<file path="config.mk">
export PLATFORM = sky130hd
export DESIGN_NAME = csc_clock_select
export DESIGN_NICKNAME = d
export VERILOG_FILES = /design/src/verilog/csc_pkg.sv /design/src/verilog/csc_clock_select.sv /design/src/verilog/csc_vote_filter.sv /design/src/verilog/csc_pwm_base.sv
export SDC_FILE = /design/constraint.sdc
export NUM_CORES = 1
export LEC_CHECK = 0
export BUFFER_PORTS_ARGS = -buffer_cell sky130_fd_sc_hd__buf_2
export CORE_UTILIZATION = 47
export CTS_CLUSTER_DIAMETER = 60
export DETAILED_ROUTE_END_ITERATION = 8
export SYNTH_ARGS = -nofsm -noshare
export SYNTH_HDL_FRONTEND = slang
export SYNTH_HIERARCHICAL = 1
export SYNTH_SLANG_ARGS = --single-unit
</file>
<file path="constraint.sdc">
create_clock -name core_clk_i -period 8.55 [get_ports core_clk_i]
set_input_delay 0.4275 -clock core_clk_i [delete_from_list [all_inputs] [get_ports core_clk_i]]
set_output_delay 0.4275 -clock core_clk_i [all_outputs]
set_load 0.01 [all_outputs]
</file>
<file path="src/verilog/csc_pkg.sv">
// Package: register map, field layout and timing constants for clock select
package csc_pkg;
  localparam int          CSC_ADDR_W       = 8;
  localparam int          CSC_DATA_W       = 8;
  localparam logic [7:0]  CSC_REG_OFFSET   = 8'hfd;
  localparam logic [7:0]  CSC_RESET_VALUE  = 8'h00;
  localparam int          CSC_TFE_BIT      = 7;
  localparam int          CSC_PDS_LSB      = 4;
  localparam int          CSC_PDS_MSB      = 5;
  localparam int          CSC_SP_LSB       = 0;
  localparam int          CSC_SP_MSB       = 3;
  localparam logic [7:0]  CSC_WRITE_MASK   = 8'hbf;
  localparam int          CSC_TACH_N       = 8;
  localparam int          CSC_FILT_SHORT   = 2;
  localparam int          CSC_FILT_LONG    = 5;
  // Filter sample tick; five stages at 100 ns span about 300 ns more than two
  localparam int          CSC_CLK_MHZ      = 200;
  localparam int          CSC_FILT_TICK_NS = 100;
  localparam int          CSC_FILT_TICK_CYC =
    (CSC_FILT_TICK_NS * CSC_CLK_MHZ) / 1000;
  // PWM base divides
  localparam logic [8:0]  CSC_PWM_DIV0     = 9'h003;
  localparam logic [8:0]  CSC_PWM_DIV1     = 9'h00f;
  localparam logic [8:0]  CSC_PWM_DIV2     = 9'h04b;
  localparam logic [8:0]  CSC_PWM_DIV3     = 9'h177;
  // Sync period: field value n gives (n + 1) s, 2 s at 1 up to 16 s at 15
  localparam longint      CSC_SYNC_MAX_S   = 16;
  localparam longint      CSC_SYNC_STEPS   = 15;
  localparam longint      CSC_SYNC_UNIT_CYC =
    (CSC_SYNC_MAX_S * CSC_CLK_MHZ * 1000000) / (CSC_SYNC_STEPS + 1);
  localparam int          CSC_SYNC_PULSE_NS = 100;
  localparam int          CSC_SYNC_PULSE_CYC =
    (CSC_SYNC_PULSE_NS * CSC_CLK_MHZ) / 1000;
  typedef enum logic [1:0] {
    CSC_SYNC_IDLE  = 2'b00,
    CSC_SYNC_DRIVE = 2'b01,
    CSC_SYNC_WAIT  = 2'b11
  } csc_sync_state_type;
endpackage

</file>
<file path="src/verilog/csc_clock_select.sv">
// Clock select control register, tach filters, PWM base and sync pulse
//
// Overview of operation
// - Extend bit selects five-stage tach voting filter
// - Extension covers all eight inputs always
// - Reset clears filter extend bit
// - Bits 5:4 pick common PWM base divider
// - Encodings give divide by 3/15/75/375
// - Reset clears PWM divider select
// - Sync pulse at period end realigns dividers
// - First asserter sets period, others follow
// - Period field spans 2 to 16 seconds
// - Sync needs strap high and nonzero period
//
// The address-and-strobe port was chosen for this implementation.
`timescale 1ns/100ps
module csc_clock_select
  import csc_pkg::*;
#(
  parameter longint SYNC_UNIT_CYC  = CSC_SYNC_UNIT_CYC,
  parameter int     TACH_N         = CSC_TACH_N
) (
  input  wire logic                       core_clk_i,
  input  wire logic                       srst_i,
  input  wire logic [csc_pkg::CSC_ADDR_W-1:0] reg_addr_i,
  input  wire logic [csc_pkg::CSC_DATA_W-1:0] reg_wdata_i,
  input  wire logic                       reg_wr_i,
  input  wire logic                       reg_rd_i,
  output logic      [csc_pkg::CSC_DATA_W-1:0] reg_rdata_o,
  input  wire logic [TACH_N-1:0]          tach_raw_i,
  output logic      [TACH_N-1:0]          tach_filt_o,
  input  wire logic                       sync_enable_strap_i,
  input  wire logic                       sync_n_i,
  output logic                            sync_n_o,
  output logic                            sync_n_oe_o,
  output logic      [1:0]                 pwm_divider_select_o,
  output logic                            pwm_base_tick_o,
  output logic                            realign_o
);
  import csc_pkg::*;

  // Register state
  logic       tach_filter_extend_q, tach_filter_extend_d;
  logic [1:0] pwm_divider_select_q, pwm_divider_select_d;
  logic [3:0] sync_period_q, sync_period_d;
  logic [7:0] rdata_q, rdata_d;
  logic [7:0] reg_value;

  // Shared by the write and read decode
  function automatic logic reg_hit(input logic [CSC_ADDR_W-1:0] addr);
    return addr == CSC_REG_OFFSET;
  endfunction

  always_comb begin
    tach_filter_extend_d = tach_filter_extend_q;
    pwm_divider_select_d = pwm_divider_select_q;
    sync_period_d        = sync_period_q;
    reg_value = {tach_filter_extend_q, 1'b0, pwm_divider_select_q,
                 sync_period_q} & CSC_WRITE_MASK;
    rdata_d = '0;
    if (reg_wr_i && reg_hit(reg_addr_i)) begin
      tach_filter_extend_d = reg_wdata_i[CSC_TFE_BIT];
      pwm_divider_select_d =
        reg_wdata_i[CSC_PDS_MSB:CSC_PDS_LSB];
      sync_period_d = reg_wdata_i[CSC_SP_MSB:CSC_SP_LSB];
    end
    // Unmapped addresses read as zero
    if (reg_rd_i && reg_hit(reg_addr_i)) rdata_d = reg_value;
  end

  always_ff @(posedge core_clk_i) begin
    if (srst_i) begin
      tach_filter_extend_q <= CSC_RESET_VALUE[CSC_TFE_BIT];
      pwm_divider_select_q <=
        CSC_RESET_VALUE[CSC_PDS_MSB:CSC_PDS_LSB];
      sync_period_q <= CSC_RESET_VALUE[CSC_SP_MSB:CSC_SP_LSB];
      rdata_q       <= '0;
    end else begin
      tach_filter_extend_q <= tach_filter_extend_d;
      pwm_divider_select_q <= pwm_divider_select_d;
      sync_period_q        <= sync_period_d;
      rdata_q              <= rdata_d;
    end
  end

  // Filter sample tick
  logic [7:0] ftick_q, ftick_d;
  logic       ftick;
  assign ftick = (ftick_q == 8'(CSC_FILT_TICK_CYC - 1));

  always_comb begin
    ftick_d = ftick ? 8'h00 : ftick_q + 8'h01;
  end

  always_ff @(posedge core_clk_i) begin
    if (srst_i) ftick_q <= '0;
    else        ftick_q <= ftick_d;
  end

  // Filter bank ignores whether tach counting is used at all
  for (genvar i = 0; i < TACH_N; i++) begin : g_filt
    csc_vote_filter #(
      .DEPTH (CSC_FILT_LONG)
    ) u_filt (
      .core_clk_i (core_clk_i),
      .srst_i     (srst_i),
      .tick_i     (ftick),
      .extend_i   (tach_filter_extend_q),
      .raw_i      (tach_raw_i[i]),
      .filt_o     (tach_filt_o[i])
    );
  end

  // Sync line sensing; pin treated as synchronous, one stage for edges
  logic sync_seen_q, sync_seen_d;
  logic sync_fall;
  csc_sync_state_type state_q, state_d;
  logic [39:0] per_cnt_q, per_cnt_d;
  logic [39:0] per_limit;
  logic [7:0]  pulse_cnt_q, pulse_cnt_d;
  logic        drive_q, drive_d;
  logic        realign_q, realign_d;
  logic        sync_on;

  assign sync_on   = sync_enable_strap_i && (sync_period_q != 4'h0);
  // Field n counts (n + 1) units: 2 units at 1 up to 16 units at 15
  assign per_limit = 40'(SYNC_UNIT_CYC)
                   * (40'(sync_period_q) + 40'h1);
  // Own drive excluded: a falling edge we did not cause is a peer's pulse
  assign sync_fall = sync_seen_q && !sync_n_i;

  always_comb begin
    state_d     = state_q;
    per_cnt_d   = per_cnt_q;
    pulse_cnt_d = pulse_cnt_q;
    drive_d     = drive_q;
    realign_d   = 1'b0;
    sync_seen_d = sync_n_i;
    case (state_q)
      CSC_SYNC_IDLE: begin
        if (!sync_on) begin
          per_cnt_d = '0;
        end else if (sync_fall) begin
          per_cnt_d = '0; // Follow the first asserter
          realign_d = 1'b1;
          state_d   = CSC_SYNC_WAIT;
        end else if (per_cnt_q >= per_limit - 40'h1) begin
          per_cnt_d   = '0;
          drive_d     = 1'b1; // Pull line low at period end
          pulse_cnt_d = '0;
          realign_d   = 1'b1;
          state_d     = CSC_SYNC_DRIVE;
        end else begin
          per_cnt_d = per_cnt_q + 40'h1;
        end
      end
      CSC_SYNC_DRIVE: begin
        // Period keeps running under the pulse so it stays exact
        if (sync_on) per_cnt_d = per_cnt_q + 40'h1;
        if (pulse_cnt_q >= 8'(CSC_SYNC_PULSE_CYC - 1)) begin
          drive_d = 1'b0; // Release; pull-up restores high
          state_d = CSC_SYNC_WAIT;
        end else begin
          pulse_cnt_d = pulse_cnt_q + 8'h01;
        end
      end
      CSC_SYNC_WAIT: begin
        // Hold off until the line is high again, counting from pulse
        if (sync_n_i) state_d = CSC_SYNC_IDLE;
        if (sync_on) per_cnt_d = per_cnt_q + 40'h1;
      end
      default: begin
        drive_d = 1'b0;
        state_d = CSC_SYNC_IDLE;
      end
    endcase
  end

  always_ff @(posedge core_clk_i) begin
    if (srst_i) begin
      state_q     <= CSC_SYNC_IDLE;
      per_cnt_q   <= '0;
      pulse_cnt_q <= '0;
      drive_q     <= 1'b0;
      realign_q   <= 1'b0;
      sync_seen_q <= 1'b1;
    end else begin
      state_q     <= state_d;
      per_cnt_q   <= per_cnt_d;
      pulse_cnt_q <= pulse_cnt_d;
      drive_q     <= drive_d;
      realign_q   <= realign_d;
      sync_seen_q <= sync_seen_d;
    end
  end

  csc_pwm_base u_pwm (
    .core_clk_i (core_clk_i),
    .srst_i     (srst_i),
    .realign_i  (realign_q),
    .sel_i      (pwm_divider_select_q),
    .tick_o     (pwm_base_tick_o)
  );

  assign reg_rdata_o          = rdata_q;
  assign sync_n_o             = 1'b0; // Only ever drives low
  assign sync_n_oe_o          = drive_q;
  assign pwm_divider_select_o = pwm_divider_select_q;
  assign realign_o            = realign_q;
endmodule

</file>
<file path="src/verilog/csc_vote_filter.sv">
// One tachometer input voting filter with selectable depth
`timescale 1ns/100ps
module csc_vote_filter
  import csc_pkg::*;
#(
  parameter int DEPTH = CSC_FILT_LONG
) (
  input  wire logic core_clk_i,
  input  wire logic srst_i,
  input  wire logic tick_i,
  input  wire logic extend_i,
  input  wire logic raw_i,
  output logic      filt_o
);
  logic [DEPTH-1:0] hist_q, hist_d;
  logic             filt_q, filt_d;
  logic [CSC_FILT_SHORT-1:0] short_win;

  always_comb begin
    hist_d    = hist_q;
    filt_d    = filt_q;
    short_win = hist_q[CSC_FILT_SHORT-1:0];
    if (tick_i) begin
      hist_d = {hist_q[DEPTH-2:0], raw_i};
      // Output moves only when all five stages agree, or the newest two with extend clear
      if (extend_i) begin
        if (&hist_q) filt_d = 1'b1;
        else if (~|hist_q) filt_d = 1'b0;
      end else begin
        if (&short_win) filt_d = 1'b1;
        else if (~|short_win) filt_d = 1'b0;
      end
    end
  end

  always_ff @(posedge core_clk_i) begin
    if (srst_i) begin
      hist_q <= '1;
      filt_q <= 1'b1;
    end else begin
      hist_q <= hist_d;
      filt_q <= filt_d;
    end
  end

  assign filt_o = filt_q;
endmodule

</file>
<file path="src/verilog/csc_pwm_base.sv">
// PWM base clock divider producing a one-cycle enable pulse
`timescale 1ns/100ps
module csc_pwm_base
  import csc_pkg::*;
(
  input  wire logic       core_clk_i,
  input  wire logic       srst_i,
  input  wire logic       realign_i,
  input  wire logic [1:0] sel_i,
  output logic            tick_o
);
  logic [8:0] cnt_q, cnt_d;
  logic       tick_q, tick_d;
  logic [8:0] limit;

  always_comb begin
    case (sel_i)
      2'b00:   limit = CSC_PWM_DIV0;
      2'b01:   limit = CSC_PWM_DIV1;
      2'b10:   limit = CSC_PWM_DIV2;
      default: limit = CSC_PWM_DIV3;
    endcase
    tick_d = 1'b0;
    if (realign_i) begin
      cnt_d = '0; // Divider restarts on a sync pulse
    end else if (cnt_q >= limit - 9'h001) begin
      cnt_d  = '0;
      tick_d = 1'b1;
    end else begin
      cnt_d = cnt_q + 9'h001;
    end
  end

  always_ff @(posedge core_clk_i) begin
    if (srst_i) begin
      cnt_q  <= '0;
      tick_q <= 1'b0;
    end else begin
      cnt_q  <= cnt_d;
      tick_q <= tick_d;
    end
  end

  assign tick_o = tick_q;
endmodule

</file>
* Word level (Yosys, flattened, before mapping) *
Index checks and enable logic that the tools add are counted.

operators by class
  $add $sub $neg = 7
  multiply operators = 1
  divide/modulo/power cells = 0
  magnitude comparators = 3
  equal/unequal tests = 30
  shift operators = 0
  muxes and demuxes = 65
  bitwise logic cells = 4
  reduce and logical (&&, ||, !) cells = 60

operators with widths
  cell                                                                    number
  40-bit two-way mux                                                      4
  40-bit one-hot mux with 2 select lines                                  1
  5-bit AND reduction                                                     10
  3-bit by 2-bit != test with 1-bit output (second input constant)        16
  1-bit two-way mux                                                       47
  40-bit by 1-bit adder with 40-bit output (second input constant)        1
  40-bit >= comparator                                                    1
  5-bit OR reduction                                                      8
  33-bit by 1-bit subtractor with 34-bit output (second input constant)   1
  8-bit two-way mux                                                       4
  9-bit one-hot mux with 3 select lines                                   1
  19-bit by 5-bit multiplier with 24-bit output (first input constant)    1
  3-bit AND reduction                                                     8
  2-bit OR reduction                                                      12
  2-bit AND reduction                                                     9
  8-bit by 1-bit adder with 8-bit output (second input constant)          2
  8-bit one-hot mux with 2 select lines                                   1
  2-bit != test (second input constant)                                   6
  2-bit two-way mux                                                       5
  9-bit by 1-bit adder with 9-bit output (second input constant)          1
  9-bit >= comparator                                                     1
  9-bit by 1-bit subtractor with 9-bit output (second input constant)     1
  8-bit by 5-bit equality test with 1-bit output (second input constant)  1
  8-bit equality test (second input constant)                             1
  16 further kinds                                                        27

storage, ports and cells
  bits in registers = 134
  bits in latches = 0
  RAM bits = 0
  bits in read-only memories = 0
  output and inout bits = 22
  word-level logic and storage cells = 200
  memories = 0

* Depth between registers and ports, before layout *
  word-level depth = 8
  depth in mapped cells = 30
  gate-level depth less buffers = 26

* Modules after synthesis *
Netlist, hierarchy kept.

modules (own cells, without submodules)
  module            instances  cells each  area each (µm²)  seq. area each (µm²)
  csc_clock_select  1          673         5825.6           1501.4
  csc_vote_filter   8          24          242.7            120.1
  csc_pwm_base      1          62          600.6            200.2

* Worst setup path before layout *
Ideal clock, no wire load.

  kind = register to register
  start point = register sync_period_q[0]
  end point = register pulse_cnt_q[1]
  library setup time = 0.128 ns
  data arrival time = 6.598 ns
  required time = 8.422 ns
  path slack = 1.825 ns
  stages on the path, launching flop included = 27
  buffers on the path = 1
  period minus slack after synthesis = 6.725 ns
  path through = dfxtp_1 -> nand3_1 -> xor2_1 -> inv_1 -> fa_1 -> fa_1 -> inv_1 -> fa_1 -> ha_1 -> clkbuf_1 -> nand2_1 -> a31oi_1 -> a21bo_2 -> nand2_1 -> xor2_1 -> or4_4 -> and4bb_1 -> xnor2_1 -> ha_1 -> a21oi_1 -> o21ai_0 -> a211oi_1 -> o31ai_1 -> o32ai_1 -> a21oi_2 -> mux2i_1 -> nor2_1

on the way
  cells in the longest elaborated chain, start to end = 6
  elaborated cells on any way between the ends = 9

RTL lines
  what                                           RTL line                 text
  start: declaration                             csc_clock_select.sv:45   logic [3:0] sync_period_q, sync_period_d;
  start signal: assignment                       csc_clock_select.sv:76   sync_period_q <= CSC_RESET_VALUE[CSC_SP_MSB:CSC_SP_LSB];
  start signal: assignment                       csc_clock_select.sv:81   sync_period_q <= sync_period_d;
  4-bit by 1-bit adder with 5-bit output         csc_clock_select.sv:128  * (40'(sync_period_q) + 40'h1);
  19-bit by 5-bit multiplier with 24-bit output  csc_clock_select.sv:128
  33-bit by 1-bit subtractor with 34-bit output  csc_clock_select.sv:147  end else if (per_cnt_q >= per_limit - 40'h1) begin
  40-bit >= comparator                           csc_clock_select.sv:147
  2-bit != test (no line)                        -
  5-bit AND reduction (no line) *                -
  end signal: assignment                         csc_clock_select.sv:190  pulse_cnt_q <= pulse_cnt_d;
  end: declaration                               csc_clock_select.sv:120  logic [7:0] pulse_cnt_q, pulse_cnt_d;

Mark *: on every way between the ends. The rest lies on a longest branch, timed or not.
A chain may end at the register's enable or synchronous reset.

* Worst setup path in the final report *
  start point = register sync_period_q[1]
  end point = register pulse_cnt_q[1]

The elaborated chain is that of the path after synthesis.

==> impl_metrics.tcl <==
set metrics [dict create \
    grt_antenna_before_repair 0 \
    ir_drop_mv 0.1412 \
    drive_above_1_share 0.1162 \
    grt.total_usage 0.1935 \
    synthArstFlopShare 0 \
    fin_area_um2 9394 \
    netlist_instances 927 \
    rsz0062_at_grt "false" \
    diodes 0 \
    grt_pass1_wl_um 28300 \
    regToRegEndpoint "pulse_cnt_q[1]" \
    fin_skew_ns 0.006928 \
    gp_congestion 0.7911 \
    cpMostUsedCell "ha_1" \
    routedWlPerCell_um 13.97 \
    start_util 0.4821 \
    overflow 0 \
    grt_max_degree 98 \
    timing.max_slew.rel_slack 0.4039 \
    synth-seq-area-share 0.3182 \
    critPathRequiredTime_ns 8.82 \
    finalCritPeriodShare 0.8656 \
    final_cell_mix "dfxtp_1 (133), nor2_1 (99), ha_1 (86)" \
    grt_pass1_vias 5856 \
    p_leak_nw 3.862 \
    fp.dieH_um 135.4 \
    status "finished, final reports clean" \
    final_common_cell "dfxtp_1" \
    crit_path_end_kind "register" \
    rows 48 \
    yosys_warnings 6 \
    clock_sinks 133 \
    r2r_setup_slack_ns 1.15 \
    min_path_cells 2 \
    numCtsBuffers 17 \
    max_freq_mhz 135.1 \
    min_from "tach_raw_i[2]" \
    worst_slack_ns 1.149 \
    avgSynthCellArea_um2 9.027 \
    first_iter_violations 259 \
    final_cells 1215 \
    hold_end "g_filt[2].u_filt/hist_q[0]" \
    ctsLongestPathBuffers 2 \
    cts_setup_buffers 0 \
    ys_ff_latch 133 \
    portBuffers 48 \
    route.vias.total 6493 \
    drtAntennaViolNets 0 \
    dieArea_um2 18340 \
    synth_edf_count 0 \
    rr_startpoint "sync_period_q[1]" \
    drc 0 \
    slowest_stage "fa_1" \
    cts_tree "yes" \
    nNetsFinal 1112 \
    ctsHoldBuffers 0 \
    finalHoldViolations 0 \
    drt-vias-per-instance 5.344 \
    setup_violations 0 \
    dp_hpwl_um 12030 \
    h-tree-depth 4 \
    drtPass1Iterations 4 \
    path_max_fanout 8 \
    synthFlopType "dfxtp_1" \
    clkSlewWorstSetupHoldPaths_ns 0.06 \
    clock_latency_ns 0.41 \
    cts_resized 0 \
    fp.coreArea_um2 17360 \
    p_per_area_nw_per_um2 150.7 \
    yosysUniqueCellTypes 75 \
    dp.cells 1185 \
    period_needed_ns 7.401 \
    crit_type "reg2reg" \
    max_cap_viol_count 0 \
    die_x_um 135.4 \
    fin_setup_tns_ns 0 \
    nFillCells 1626 \
    area_growth_pct 12.26 \
    arrival_ns 7.68 \
    r2r_cells 25 \
    drt-total-wl_um 16970 \
    start_kind "register" \
    drv_slew 0 \
    boundaryPins 52 \
    clockRootBuffer "clkbuf_16" \
    placed_cell_area_um2 8808 \
    post-place-ws_ns 1.205 \
    hold_path_class "in2reg" \
    slowest_delay_ns 0.59 \
    worst_pin_slew_ns 0.8941 \
    syn_area_um2 8368 \
]
==> worst max path at each step <==
| stage | startpoint | to | slack, ns | depth (start not counted) |
|---|---|---|---|---|
| after detailed placement | sync_period_q[1] | pulse_cnt_q[1] | 1.20 | 25 |
| after global placement | sync_period_q[1] | pulse_cnt_q[1] | 1.22 | 25 |
| after floorplan | sync_period_q[0] | pulse_cnt_q[1] | 1.82 | 26 |
| after CTS | sync_period_q[1] | pulse_cnt_q[1] | 1.15 | 25 |
| final | sync_period_q[1] | pulse_cnt_q[1] | 1.15 | 25 |
| after global routing | sync_period_q[1] | pulse_cnt_q[1] | 0.71 | 25 |
==> state kept, by name, indices dropped and copies added, names as in the netlist, 2 cells and up <==
signal and count:
pulse_cnt_q 8, g_filt.u_filt/filt_o 8, sync_period_q 4, reg_rdata_o 7, per_cnt_q 40, u_pwm/cnt_q 9, g_filt.u_filt/hist_q 40, pwm_divider_select_o 2
ftick_q 8, state_q 2
==> final cells by class <==
class | instances | area (um^2) | share of cell area
Clock inverter | 7 | 97.59 | 0.01039
Tap cell | 225 | 281.5 | 0.02997
Sequential cell | 133 | 2663 | 0.2834
Timing Repair Buffer | 57 | 307.8 | 0.03277
Inverter | 44 | 165.2 | 0.01758
Clock buffer | 23 | 488.0 | 0.05194
Multi-Input combinational cell | 726 | 5391 | 0.5739
==> worst max-delay path, delay by kind of cell (launching register included) <==
family	cells	cell delay (ns)
compound gates	5	1.47
fa+ha+maj	6	2.37
xor+xnor	3	0.85
flops	1	0.35
simple gates	8	1.66
mux	1	0.24
buf+inv	2	0.31
==> synth_stat cells (all sizes together) (5+ instances only) <==
cell type    n  area [um^2]
fa          17        340.3
inv         44        165.2
nand3       59        295.3
and4         8        70.07
nor2       100        377.9
clkbuf      10        37.54
nand2       48        180.2
nor3        26        140.1
buf         21        148.9
mux2i        8        80.08
nor4         6        52.55
a21oi       38        197.7
a21o        11        82.58
dfxtp      133         2663
and3         7        43.79
ha          86         1076
xor2        48        420.4
nor2b       50        312.8
and2        12        77.58
a41oi        5        51.30
xnor2       29        254.0
o31ai       12        95.09
a211oi       7        57.55
a211o       49        429.2
nand4       19        118.9
o21ai       15        78.83
==> logic make-up (layout without fill, tap and decap cells) <==
family / Yosys count / after routing / synth area share
DFF: 133 / 133 / 0.3182
xor gates and xnor gates: 77 / 77 / 0.08059
and+or+nand+nor: 358 / 358 / 0.2214
buffers and inverters: 75 / 131 / 0.04201
adders and majority gates: 103 / 103 / 0.1693
other: 2 / 9 / 0.0008975
AOI/OAI and AO/OA: 171 / 171 / 0.1580
muxes: 8 / 8 / 0.009570
==> layer usage <==
layer | up-vias | track usage | wire, um
met5 | - | 0 | 0
met2 | 72 | 0.2991 | 7484
met4 | 0 | 0.05805 | 136
met3 | 9 | 0.04003 | 406
li1 | 3398 | - | -
met1 | 3014 | 0.2696 | 8945
==> where the power goes <==
part           internal [mW]  leakage [nW]  switching, mW  total, mW
Sequential             0.628          1.07        0.00860      0.636
Combinational         0.0244          2.51         0.0338     0.0582
Clock                  0.457         0.281          0.263      0.721
Total                   1.11          3.86          0.306       1.42
==> per-stage QoR <==
stage          hold slack [ns]    util  power (mW)
2_1_floorplan           0.4212       -      0.6861
3_3_place_gp            0.4365  0.5075      0.7085
3_5_place_dp            0.4401  0.5075      0.7086
4_1_cts                 0.2048  0.5412       1.434
5_1_grt                 0.2047  0.5412       1.468
6_report                0.2193  0.5412       1.415
Note: power is estimated with default switching activity, not from simulation.
